<file path="src/hdl/i2cm_defs.svh">
`ifndef I2CM_DEFS_SVH
`define I2CM_DEFS_SVH

// register offsets
`define I2CM_ADDR_SEQ 2'h0
`define I2CM_ADDR_BUF 2'h1
`define I2CM_ADDR_STAT 2'h2
`define I2CM_ADDR_CFG 2'h3

// sequence control fields
`define I2CM_B_START 0
`define I2CM_B_RESTART 1
`define I2CM_B_STOP 2
`define I2CM_B_RECV 3
`define I2CM_B_ACKGO 4
`define I2CM_B_ACKVAL 5
`define I2CM_B_ACKRX 6
`define I2CM_B_GCE 7

// status and config fields
`define I2CM_S_BUSY 0
`define I2CM_S_FULL 1
`define I2CM_S_WCOL 2
`define I2CM_C_EN 0

// reset values
`define I2CM_RST_BYTE 8'h00
`define I2CM_RST_CMD 5'h00

// timing: quarter bit period, rounded up to whole cycles
`define I2CM_CLK_NS 4
`define I2CM_QTR_NS 2500
`define I2CM_QTR_CYC ((`I2CM_QTR_NS + `I2CM_CLK_NS - 1) / `I2CM_CLK_NS)

// bit counts and phases
`define I2CM_TX_LAST 4'h8
`define I2CM_RX_LAST 4'h7
`define I2CM_ONE_LAST 4'h0
`define I2CM_PH_LAST 2'h3
`define I2CM_PH_SAMPLE 2'h2
`define I2CM_PH_HIGH 2'h1
`define I2CM_PH_FIRST 2'h0

`endif

</file>
<file path="src/hdl/i2cm_pkg.sv">
package i2cm_pkg;

    typedef enum logic [2:0] {
        ST_IDLE = 3'h0,
        ST_START = 3'h1,
        ST_TX = 3'h3,
        ST_RX = 3'h2,
        ST_ACK = 3'h6,
        ST_STOP = 3'h7,
        ST_RESTART = 3'h5
    } i2cm_state_t;

    typedef logic [1:0] i2cm_phase_t;

endpackage : i2cm_pkg

</file>
<file path="src/hdl/i2cm_sync.sv">
`timescale 1ns/1ns
`default_nettype none

// two-flop synchroniser, idles high like the bus
module i2cm_sync (
    // clock and reset
    input wire logic clk,
    input wire logic rst_b,
    // level
    input wire logic din,
    output logic dout
);
    logic stage1;

    always_ff @(posedge clk or negedge rst_b) begin
        if (!rst_b) begin
            stage1 <= 1'b1;
            dout <= 1'b1;
        end else begin
            stage1 <= din;
            dout <= stage1;
        end
    end

endmodule : i2cm_sync

`default_nettype wire

</file>
<file path="src/hdl/i2cm_tick.sv">
`timescale 1ns/1ns
`default_nettype none
`include "i2cm_defs.svh"

// quarter-bit tick; frozen while hold is high (clock stretch)
module i2cm_tick (
    // clock and reset
    input wire logic clk,
    input wire logic rst_b,
    // control
    input wire logic run,
    input wire logic hold,
    output logic tick
);
    localparam logic [9:0] QTR_LAST = 10'(`I2CM_QTR_CYC - 1);

    logic [9:0] count;
    wire atLast = (count == QTR_LAST);

    always_ff @(posedge clk or negedge rst_b) begin
        if (!rst_b) begin
            count <= 10'h000;
            tick <= 1'b0;
        end else begin
            tick <= run && !hold && atLast;
            if (!run || atLast) begin
                count <= 10'h000;
            end else if (!hold) begin
                count <= count + 10'h001;
            end
        end
    end

endmodule : i2cm_tick

`default_nettype wire

</file>
<file path="src/hdl/i2cm_master.sv">
// Behaviour
// - ack go runs acknowledge, then self-clears
// - acknowledge drives the ack value bit
// - receive go clocks in one byte
// - restart go makes repeated start, self-clears
// - start go makes start, self-clears
// - busy port ignores commands, refuses buffer writes
`timescale 1ns/1ns
`default_nettype none
`include "i2cm_defs.svh"

module i2cm_master
    import i2cm_pkg::*;
(
    // clock and reset
    input wire logic clk,
    input wire logic rst_b,
    // register port
    input wire logic [1:0] addr,
    input wire logic [7:0] wdata,
    input wire logic wr,
    input wire logic rd,
    output logic [7:0] rdata,
    // data pin
    input wire logic dataPinIn,
    output logic dataPinOut,
    output logic dataPinOe,
    // clock pin
    input wire logic clockPinIn,
    output logic clockPinOut,
    output logic clockPinOe
);
    i2cm_state_t state, next_state;
    i2cm_phase_t phase;
    logic [3:0] bitCnt;
    logic [4:0] cmdBits;
    logic [7:0] shiftReg;
    logic [7:0] bufReg;
    logic ackValue;
    logic ackRx;
    logic genCall;
    logic enable;
    logic full;
    logic wcol;
    logic sdaIn;
    logic sclIn;
    logic tick;
    logic next_sdaOe;
    logic next_sclOe;

    // keep lowest set bit only
    function automatic logic [4:0] pick_first(input logic [4:0] x);
        pick_first = x & (5'h00 - x);
    endfunction : pick_first

    i2cm_sync u_syncSda (
        .clk(clk),
        .rst_b(rst_b),
        .din(dataPinIn),
        .dout(sdaIn)
    );

    i2cm_sync u_syncScl (
        .clk(clk),
        .rst_b(rst_b),
        .din(clockPinIn),
        .dout(sclIn)
    );

    wire idle = (state == ST_IDLE);
    // released clock still low: a slave is stretching
    wire stretch = !clockPinOe && !sclIn;

    i2cm_tick u_tick (
        .clk(clk),
        .rst_b(rst_b),
        .run(!idle),
        .hold(stretch),
        .tick(tick)
    );

    // register decode
    wire seqWrite = wr && (addr == `I2CM_ADDR_SEQ);
    wire bufWrite = wr && (addr == `I2CM_ADDR_BUF);
    wire statWrite = wr && (addr == `I2CM_ADDR_STAT);
    wire cfgWrite = wr && (addr == `I2CM_ADDR_CFG);
    wire bufRead = rd && (addr == `I2CM_ADDR_BUF);
    wire canLaunch = idle && enable;
    wire [4:0] cmdPick = pick_first(wdata[4:0] & {5{seqWrite && canLaunch}});
    wire txLaunch = bufWrite && canLaunch;
    wire bufRefused = bufWrite && !idle;

    // sequence end
    wire [3:0] lastBit = (state == ST_TX) ? `I2CM_TX_LAST :
                         (state == ST_RX) ? `I2CM_RX_LAST : `I2CM_ONE_LAST;
    wire phaseEnd = tick && (phase == `I2CM_PH_LAST);
    wire seqDone = phaseEnd && (bitCnt == lastBit);
    wire sampleNow = tick && (phase == `I2CM_PH_SAMPLE);
    wire rxDone = seqDone && (state == ST_RX);
    // clock pulled low in the first and last quarter of every bit
    wire bitClockLow = (phase == `I2CM_PH_FIRST) || (phase == `I2CM_PH_LAST);

    wire [7:0] seqView = {genCall, ackRx, ackValue, cmdBits};
    wire [7:0] statView = {5'h00, wcol, full, !idle};
    wire [7:0] cfgView = {7'h00, enable};
    wire [7:0] readMux = (addr == `I2CM_ADDR_SEQ) ? seqView :
                         (addr == `I2CM_ADDR_BUF) ? bufReg :
                         (addr == `I2CM_ADDR_STAT) ? statView : cfgView;

    // state sequencing
    always_comb begin
        next_state = state;
        unique case (state)
            ST_IDLE: begin
                if (cmdPick[`I2CM_B_START]) begin
                    next_state = ST_START;
                end else if (cmdPick[`I2CM_B_RESTART]) begin
                    next_state = ST_RESTART;
                end else if (cmdPick[`I2CM_B_STOP]) begin
                    next_state = ST_STOP;
                end else if (cmdPick[`I2CM_B_RECV]) begin
                    next_state = ST_RX;
                end else if (cmdPick[`I2CM_B_ACKGO]) begin
                    next_state = ST_ACK;
                end else if (txLaunch) begin
                    next_state = ST_TX;
                end
            end
            ST_START, ST_RESTART, ST_STOP, ST_TX, ST_RX, ST_ACK: begin
                if (seqDone) begin
                    next_state = ST_IDLE;
                end
            end
            default: begin
                next_state = ST_IDLE;
            end
        endcase
    end

    // pin drive; oe high pulls the line low
    always_comb begin
        next_sdaOe = dataPinOe;
        next_sclOe = clockPinOe;
        unique case (state)
            ST_IDLE: begin
                next_sdaOe = dataPinOe;
                next_sclOe = clockPinOe;
            end
            ST_START: begin
                next_sdaOe = (phase != `I2CM_PH_FIRST);
                next_sclOe = (phase == `I2CM_PH_LAST);
            end
            ST_RESTART: begin
                next_sdaOe = (phase >= `I2CM_PH_SAMPLE);
                next_sclOe = bitClockLow;
            end
            ST_STOP: begin
                next_sdaOe = (phase < `I2CM_PH_SAMPLE);
                next_sclOe = (phase == `I2CM_PH_FIRST);
            end
            ST_TX: begin
                next_sdaOe = (bitCnt != `I2CM_TX_LAST) && !shiftReg[7];
                next_sclOe = bitClockLow;
            end
            ST_RX: begin
                next_sdaOe = 1'b0;
                next_sclOe = bitClockLow;
            end
            ST_ACK: begin
                next_sdaOe = !ackValue;
                next_sclOe = bitClockLow;
            end
            default: begin
                next_sdaOe = 1'b0;
                next_sclOe = 1'b0;
            end
        endcase
    end

    always_ff @(posedge clk or negedge rst_b) begin
        if (!rst_b) begin
            state <= ST_IDLE;
            dataPinOe <= 1'b0;
            clockPinOe <= 1'b0;
            dataPinOut <= 1'b0;
            clockPinOut <= 1'b0;
        end else begin
            state <= next_state;
            dataPinOe <= next_sdaOe;
            clockPinOe <= next_sclOe;
            dataPinOut <= 1'b0;
            clockPinOut <= 1'b0;
        end
    end

    // phase and bit counters
    always_ff @(posedge clk or negedge rst_b) begin
        if (!rst_b) begin
            phase <= `I2CM_PH_FIRST;
            bitCnt <= 4'h0;
        end else if (idle || seqDone) begin
            phase <= `I2CM_PH_FIRST;
            bitCnt <= 4'h0;
        end else if (phaseEnd) begin
            phase <= `I2CM_PH_FIRST;
            bitCnt <= bitCnt + 4'h1;
        end else if (tick) begin
            phase <= phase + 2'h1;
        end
    end

    // command bits: set only when idle, cleared by hardware at end
    always_ff @(posedge clk or negedge rst_b) begin
        if (!rst_b) begin
            cmdBits <= `I2CM_RST_CMD;
        end else if (cmdPick != 5'h00) begin
            cmdBits <= cmdPick;
        end else if (seqDone) begin
            cmdBits <= `I2CM_RST_CMD;
        end
    end

    // software fields
    always_ff @(posedge clk or negedge rst_b) begin
        if (!rst_b) begin
            ackValue <= 1'b0;
            genCall <= 1'b0;
            enable <= 1'b0;
        end else begin
            if (seqWrite) begin
                ackValue <= wdata[`I2CM_B_ACKVAL];
                genCall <= wdata[`I2CM_B_GCE];
            end
            if (cfgWrite) begin
                enable <= wdata[`I2CM_C_EN];
            end
        end
    end

    // shifting, buffer and received acknowledge
    always_ff @(posedge clk or negedge rst_b) begin
        if (!rst_b) begin
            shiftReg <= `I2CM_RST_BYTE;
            bufReg <= `I2CM_RST_BYTE;
            ackRx <= 1'b0;
        end else if (txLaunch) begin
            shiftReg <= wdata;
            bufReg <= wdata;
        end else if (state == ST_TX) begin
            if (sampleNow && bitCnt == `I2CM_TX_LAST) begin
                ackRx <= sdaIn;
            end
            if (phaseEnd) begin
                shiftReg <= {shiftReg[6:0], 1'b0};
            end
        end else if (state == ST_RX) begin
            if (sampleNow) begin
                shiftReg <= {shiftReg[6:0], sdaIn};
            end
            if (rxDone) begin
                bufReg <= shiftReg;
            end
        end
    end

    // status flags; a set wins over a clear in the same cycle
    always_ff @(posedge clk or negedge rst_b) begin
        if (!rst_b) begin
            full <= 1'b0;
            wcol <= 1'b0;
            rdata <= `I2CM_RST_BYTE;
        end else begin
            full <= rxDone || (full && !bufRead);
            wcol <= bufRefused || (wcol && !(statWrite && wdata[`I2CM_S_WCOL]));
            rdata <= rd ? readMux : `I2CM_RST_BYTE;
        end
    end
endmodule : i2cm_master

`default_nettype wire

</file>
<file path="config.mk">
export PLATFORM = sky130hd
export DESIGN_NAME = i2cm_master
export DESIGN_NICKNAME = d
export VERILOG_FILES = /design/src/hdl/i2cm_pkg.sv /design/src/hdl/i2cm_sync.sv /design/src/hdl/i2cm_tick.sv /design/src/hdl/i2cm_master.sv
export VERILOG_INCLUDE_DIRS = /design/src /design/src/hdl
export SDC_FILE = /design/constraint.sdc
export NUM_CORES = 1
export LEC_CHECK = 0
export BUFFER_PORTS_ARGS = -buffer_cell sky130_fd_sc_hd__buf_2
export CELL_PAD_IN_SITES_DETAIL_PLACEMENT = 1
export CELL_PAD_IN_SITES_GLOBAL_PLACEMENT = 2
export CORE_ASPECT_RATIO = 1.5
export CORE_UTILIZATION = 41
export CTS_CLUSTER_SIZE = 14
export DETAILED_ROUTE_END_ITERATION = 6
export GPL_TIMING_DRIVEN = 0
export PLACE_DENSITY_LB_ADDON = 0.12
export SETUP_SLACK_MARGIN = 0.15
export SYNTH_ARGS = -nofsm -noshare
export SYNTH_HDL_FRONTEND = slang
export SYNTH_SLANG_ARGS = --single-unit
</file>
<file path="constraint.sdc">
create_clock -name clk -period 3.9 [get_ports clk]
set_input_delay 0.195 -clock clk [delete_from_list [all_inputs] [get_ports clk]]
set_output_delay 0.195 -clock clk [all_outputs]
set_load 0.01 [all_outputs]
</file>
# Yosys cells after proc, flatten, opt, wreduce, memory -nomap -nowiden
# Cells that the tools add are included.
[classes]
bitwise_logic = 3
eq_ne = 20
order_cmp = 2
add_sub_neg = 4
reduce_logical = 52
mux = 34
[op_table]
columns = ["op", "n"]
rows = [
  ["$mux W8", 12],
  ["$mux W3", 9],
  ["$logic_and A1 B1 Y1", 21],
  ["$mux W10", 2],
  ["$mux W4", 3],
  ["$add A10 B1 Y10 const B", 1],
  ["$and A5 B5 Y5", 2],
  ["$eq A10 B10 Y1 const B", 1],
  ["$mux W5", 2],
  ["$reduce_bool A2 Y1", 5],
  ["$eq A3 B3 Y1 const B", 3],
  ["$reduce_and A3 Y1", 3],
  ["$reduce_bool A3 Y1", 3],
  ["$eq A2 B2 Y1 const B", 4],
  ["$logic_not A1 Y1", 8],
  ["$ne A7 B1 Y1 const B", 1],
  ["$eq A3 B2 Y1 const B", 2],
  ["$mux W2", 3],
  ["$ne A2 B2 Y1 const B", 3],
  ["$pmux W1 S6", 1],
  ["$pmux W3 S2", 1],
  ["$reduce_or A6 Y1", 1],
  ["$logic_or A1 B1 Y1", 5],
  ["$reduce_bool A5 Y1", 1],
  ["17 further kinds", 18],
]
[totals]
inputBits = 16
reg_bits = 61
wordCells = 136
output_inout_bits = 12

# Logic depth before layout (Yosys ltp)
[depth]
ltp_word = 12
depth_mapped = 7

# Cells and area by module
# A second synthesis with hierarchy kept.
[hier_totals]
cells_unflattened = 309
hier_area_um2 = 3110.5
[by_module_without_submodules]
columns = ["module", "area_per_inst_um2", "instances", "seq_area_each_um2", "cells_per_inst"]
rows = [
  ["i2cm_master", 2419.8, 1, 1151.1, 246],
  ["i2cm_tick", 585.6, 1, 275.3, 59],
  ["i2cm_sync", 52.6, 2, 52.6, 2],
]

# Worst setup path before layout
# Ideal clock, no wire load.
[synth_path]
kind = "register -> register"
from = "register state[1]"
to = "register rdata[0]"
path_slack_ps = 2289
period_less_slack_ps = 1611
setup_ps = 119
arrival_time_ps = 1492
n_path_buf = 1
stages_incl_launch_ff = 5
cell_sequence = "dfrtp_1 -> or3_1 -> buf_2 -> mux4_2 -> and2_1"
[synth_via]
elab_chain_cells = 6
[synth_lines]
columns = ["item", "line", "text"]
rows = [
  ["start: declaration", "i2cm_master.sv:33", "i2cm_state_t state, next_state;"],
  ["start signal: assignment", "i2cm_master.sv:188", "state <= next_state;"],
  ["$logic_not A3 Y1", "i2cm_master.sv:70", "wire idle = (state == ST_IDLE);"],
  ["$logic_not A1 Y1", "i2cm_master.sv:104", "wire [7:0] statView = {5'h00, wcol, full, !idle};"],
  ["$mux W3", "i2cm_master.sv:108", "(addr == `I2CM_ADDR_STAT) ? statView : cfgView;"],
  ["$mux W8", "i2cm_master.sv:107", "(addr == `I2CM_ADDR_BUF) ? bufReg :"],
  ["$mux W8", "i2cm_master.sv:106", "wire [7:0] readMux = (addr == `I2CM_ADDR_SEQ) ? seqView :"],
  ["$mux W8 (no line)", "-", ""],
  ["end signal: assignment", "i2cm_master.sv:271", "rdata <= `I2CM_RST_BYTE;"],
  ["end signal: assignment", "i2cm_master.sv:275", "rdata <= rd ? readMux : `I2CM_RST_BYTE;"],
  ["end: declaration", "i2cm_master.sv:23", "output logic [7:0] rdata,"],
]
# No other way between the ends.
# A chain may end at the register's enable or synchronous reset.

# Worst setup path after layout
[layout_path]
from = "register state[0]"
to = "register shiftReg[4]"
[layout_via]
elab_chain_cells = 5
word_cells_on_any_way = 11
[layout_lines]
columns = ["item", "line", "text"]
rows = [
  ["$logic_not A3 Y1", "i2cm_master.sv:70", ""],
  ["$logic_and A1 B1 Y1", "i2cm_master.sv:88", "wire canLaunch = idle && enable;"],
  ["$logic_and A1 B1 Y1", "i2cm_master.sv:90", "wire txLaunch = bufWrite && canLaunch;"],
  ["$ne A3 B3 Y1 (no line) or $reduce_bool A3 Y1 (tied branches)", "-", ""],
  ["$reduce_and A3 Y1 (no line)", "-", ""],
  ["end signal: assignment", "i2cm_master.sv:243", "shiftReg <= `I2CM_RST_BYTE;"],
  ["end signal: assignment", "i2cm_master.sv:247", "shiftReg <= wdata;"],
  ["end signal: assignment", "i2cm_master.sv:254", "shiftReg <= {shiftReg[6:0], 1'b0};"],
  ["end: declaration", "i2cm_master.sv:37", "logic [7:0] shiftReg;"],
]
# Several ways; a longest one is shown, not always the timed one.

==> impl_metrics.env <==
export IMPL_start_util_pct=43.0
export IMPL_io_pins=28
export IMPL_pwr_density_cell_mw_per_mm2=550
export IMPL_n_antenna_cell=0
export IMPL_p_sw_mw=0.639
export IMPL_timing_hold_ws_ns=-0.0550
export IMPL_num_nets_final=348
export IMPL_drtIter0Drc=90
export IMPL_synthToLayoutAreaGrowth_pct=14.8
export IMPL_cts_sinks=61
export IMPL_power_share_switching_pct=33.7
export IMPL_num_rows=37
export IMPL_fin_crit_ns=1.95
export IMPL_synthAdderAreaFrac_pct=2.91
export IMPL_port_buffers=24
export IMPL_grt_pass1_vias=2421
export IMPL_max_freq_mhz=514
export IMPL_placed_area_mm2=0.00325
export IMPL_slew_headroom_pct=47.7
export IMPL_arrival_ns=2.15
export IMPL_p_leak_nw=1.58
export IMPL_clkPwrFrac_pct=26.5
export IMPL_drtPass1Iterations=4
export IMPL_hold_path_class="input pin to async pin"
export IMPL_seq_area_frac_synth_pct=50.9
export IMPL_drv_slew=0
export IMPL_ys_types=50
export IMPL_end_kind="flop"
export IMPL_crit_path_start="state[0]"
export IMPL_rsz0062_at_grt="no"
export IMPL_cts_path_max_buffers=2
export IMPL_netlist_top_cells_area="dfrtp_1 (47%), mux2i_1 (8.7%), nor2_1 (4.2%), dfstp_2 (3.5%), a21oi_1 (3.0%)"
export IMPL_die_width_um=71.9
export IMPL_grt_pass1_wl_mm=11.9
export IMPL_layout_common_cells="dfrtp_1 (57), nor2_1 (34), buf_2 (30)"
export IMPL_finalWirelength_mm=7.06
export IMPL_final_hold_viol_count=57
export IMPL_yosysTopAreaCellShare_pct=47.4
export IMPL_async_flop_share_pct=100
export IMPL_worstSkewPairLatency_ns=0.34
export IMPL_status="finished with violations"
export IMPL_r2r_start="state[0]"
export IMPL_syn_area_mm2=0.00301
export IMPL_synth_top_cell_by_area="dfrtp_1"
export IMPL_htree_levels=3
export IMPL_die_area_mm2=0.00769
export IMPL_fill_cells=794
export IMPL_worst_pin_slew_ns=0.784
export IMPL_combPwrFrac_pct=25.3
export IMPL_grt_max_degree=62
export IMPL_finClkSkew_ns=0.0105
export IMPL_yosys_area_share_simple_pct=15.9
export IMPL_syn_area_per_cell_um2=10.5
export IMPL_final_period_utilization_pct=49.9
export IMPL_synth_edf_count=0
export IMPL_cp_required_ns=4.10
export IMPL_final_common_cell="dfrtp_1"
export IMPL_antenna_left=0
export IMPL_worstSetupStartpointType="flop"
export IMPL_numCtsBuffers=9
export IMPL_grt_overflow_total=0
export IMPL_track_usage_pct=20.7
export IMPL_instances_no_fill=427
export IMPL_post_route_cell_area_mm2=0.00345
export IMPL_ys_flop_type="dfrtp_1"
export IMPL_crit_type="flop to flop"
export IMPL_worstPathMaxFanout=10
export IMPL_cts_tree="built"
export IMPL_synth_warnings=0
export IMPL_maxCapViolCount=0
export IMPL_setup_viol=0
export IMPL_p_seq_share_pct=48.2
export IMPL_coreArea_mm2=0.00699
export IMPL_dpl_hpwl_mm=5.10
export IMPL_route_vias_total=2252
export IMPL_vias_per_cell=5.27
export IMPL_synth_top_family_by_area="simple AND/OR/NAND/NOR gates"
export IMPL_die_h_um=107
export IMPL_avgRoutedWirePerCell_um=16.5
export IMPL_muxShareOfSynthArea_pct=11.3
export IMPL_place_gp_congestion=0.798
export IMPL_cts_root_buf="clkbuf_8"
export IMPL_antenna_found_initial=0
export IMPL_clk_pin_slew_ns=0.07
export IMPL_rr_worst_depth=6
export IMPL_remaining_drc_errors=0
export IMPL_synth_xor_area_share_pct=2.91
export IMPL_place_inst=409
export IMPL_tns_ns=0
export IMPL_final_layout_size_suffix_gt1_share_pct=19.1
export IMPL_synth_compound_area_share_pct=11.9
export IMPL_synth_seq_cells=61
export IMPL_violations="hold timing"
export IMPL_p_int_mw=1.26
export IMPL_ir_worst_vdd_v=0.000362
export IMPL_syn_inst=287
[stage by stage]
step	setup WS, ns	power, mW	util (%)
global route	1.80	2.02	49.4
finish	1.95	1.90	49.4
CTS	1.91	1.92	49.3
detailed placement	1.92	1.42	46.5
global placement	1.93	1.40	46.5
floorplan	2.29	1.25	-
[final cells by class]
| type | count | area (µm²) | area share (%) |
|---|---|---|---|
| Buffer | 14 | 76.3 | 2.21 |
| Sequential cell | 61 | 1530 | 44.4 |
| Clock inverter | 6 | 38.8 | 1.12 |
| Clock buffer | 10 | 138 | 3.99 |
| Timing Repair Buffer | 26 | 143 | 4.13 |
| Multi-Input combinational cell | 201 | 1360 | 39.3 |
| Inverter | 12 | 45.0 | 1.31 |
| Tap cell | 97 | 121 | 3.52 |
[path summary, 6_finish.rpt]
kind	end	slack [ns]
hold / removal	rdata[0]	-0.05
setup reg to reg	shiftReg[4]	1.95
hold reg to reg	u_syncSda.dout	0.36
setup / recovery	shiftReg[4]	1.95
max in group asynchronous	state[0]	3.45
min in group clk	genCall	0.10
[kinds of logic (layout without fill, tap and decap cells)]
logic type      after synthesis  after routing
compound gates               57             57
xor+xnor                     10             10
fa+ha+maj                     7              7
buf+inv                      26             68
flops                        61             61
mux                          32             32
other cells                   1              2
simple gates                 93             93
[sequential cells by signal (all words and copies together), names as in the netlist, 2 cells and up]
name	cells
state	3
shiftReg	8
phase	2
bufReg	8
bitCnt	4
cmdBits	5
u_tick.count	10
rdata	8
[what timing repair did]
action / 4_1_cts / 5_1_grt
setup endpoints to repair: 0 / 0
gates resized for setup: 0 / 0
buffers inserted: 0 / 0
endpoints found under the hold margin: 2 / 0
hold buffers: 2 / 0
[power by group through the flow]
stage | Clock [mW] | Sequential, mW | Combinational, mW
floorplan | 0 | 0.899 | 0.350
CTS | 0.516 | 0.917 | 0.491
detailed placement | 0 | 0.929 | 0.487
global route | 0.540 | 0.937 | 0.545
global placement | 0 | 0.926 | 0.474
finish | 0.502 | 0.915 | 0.481
[synthesized netlist by cell type, types with 3 or more instances]
master    instances
a21oi_1          18
and2_1            6
and3_1            3
buf_2             7
buf_4             4
clkbuf_1          3
dfrtp_1          57
dfstp_2           4
ha_1              7
inv_1            12
mux2_2            5
mux2i_1          26
nand2_1          12
nand3_1          13
nor2_1           34
nor3_1            5
o21ai_0          17
o22ai_1           3
o32ai_1           4
or3_1             3
xnor2_1           4
xor2_1            6
[worst max-delay path, cell delays in order, from the launching register on]
cell     delay (ns)
dfrtp_1        0.39
buf_4          0.19
nor3_4         0.48
nand4_2        0.28
buf_2          0.27
nor2_1         0.14
a21oi_1        0.05
[routing by layer]
metal	track usage, %	part of all wire (%)
met2	38.1	55
met5	0	0
met3	2.82	1.6
met1	22.7	40
met4	10.6	2.9
No activity file was read; power rests on OpenSTA's default activity.
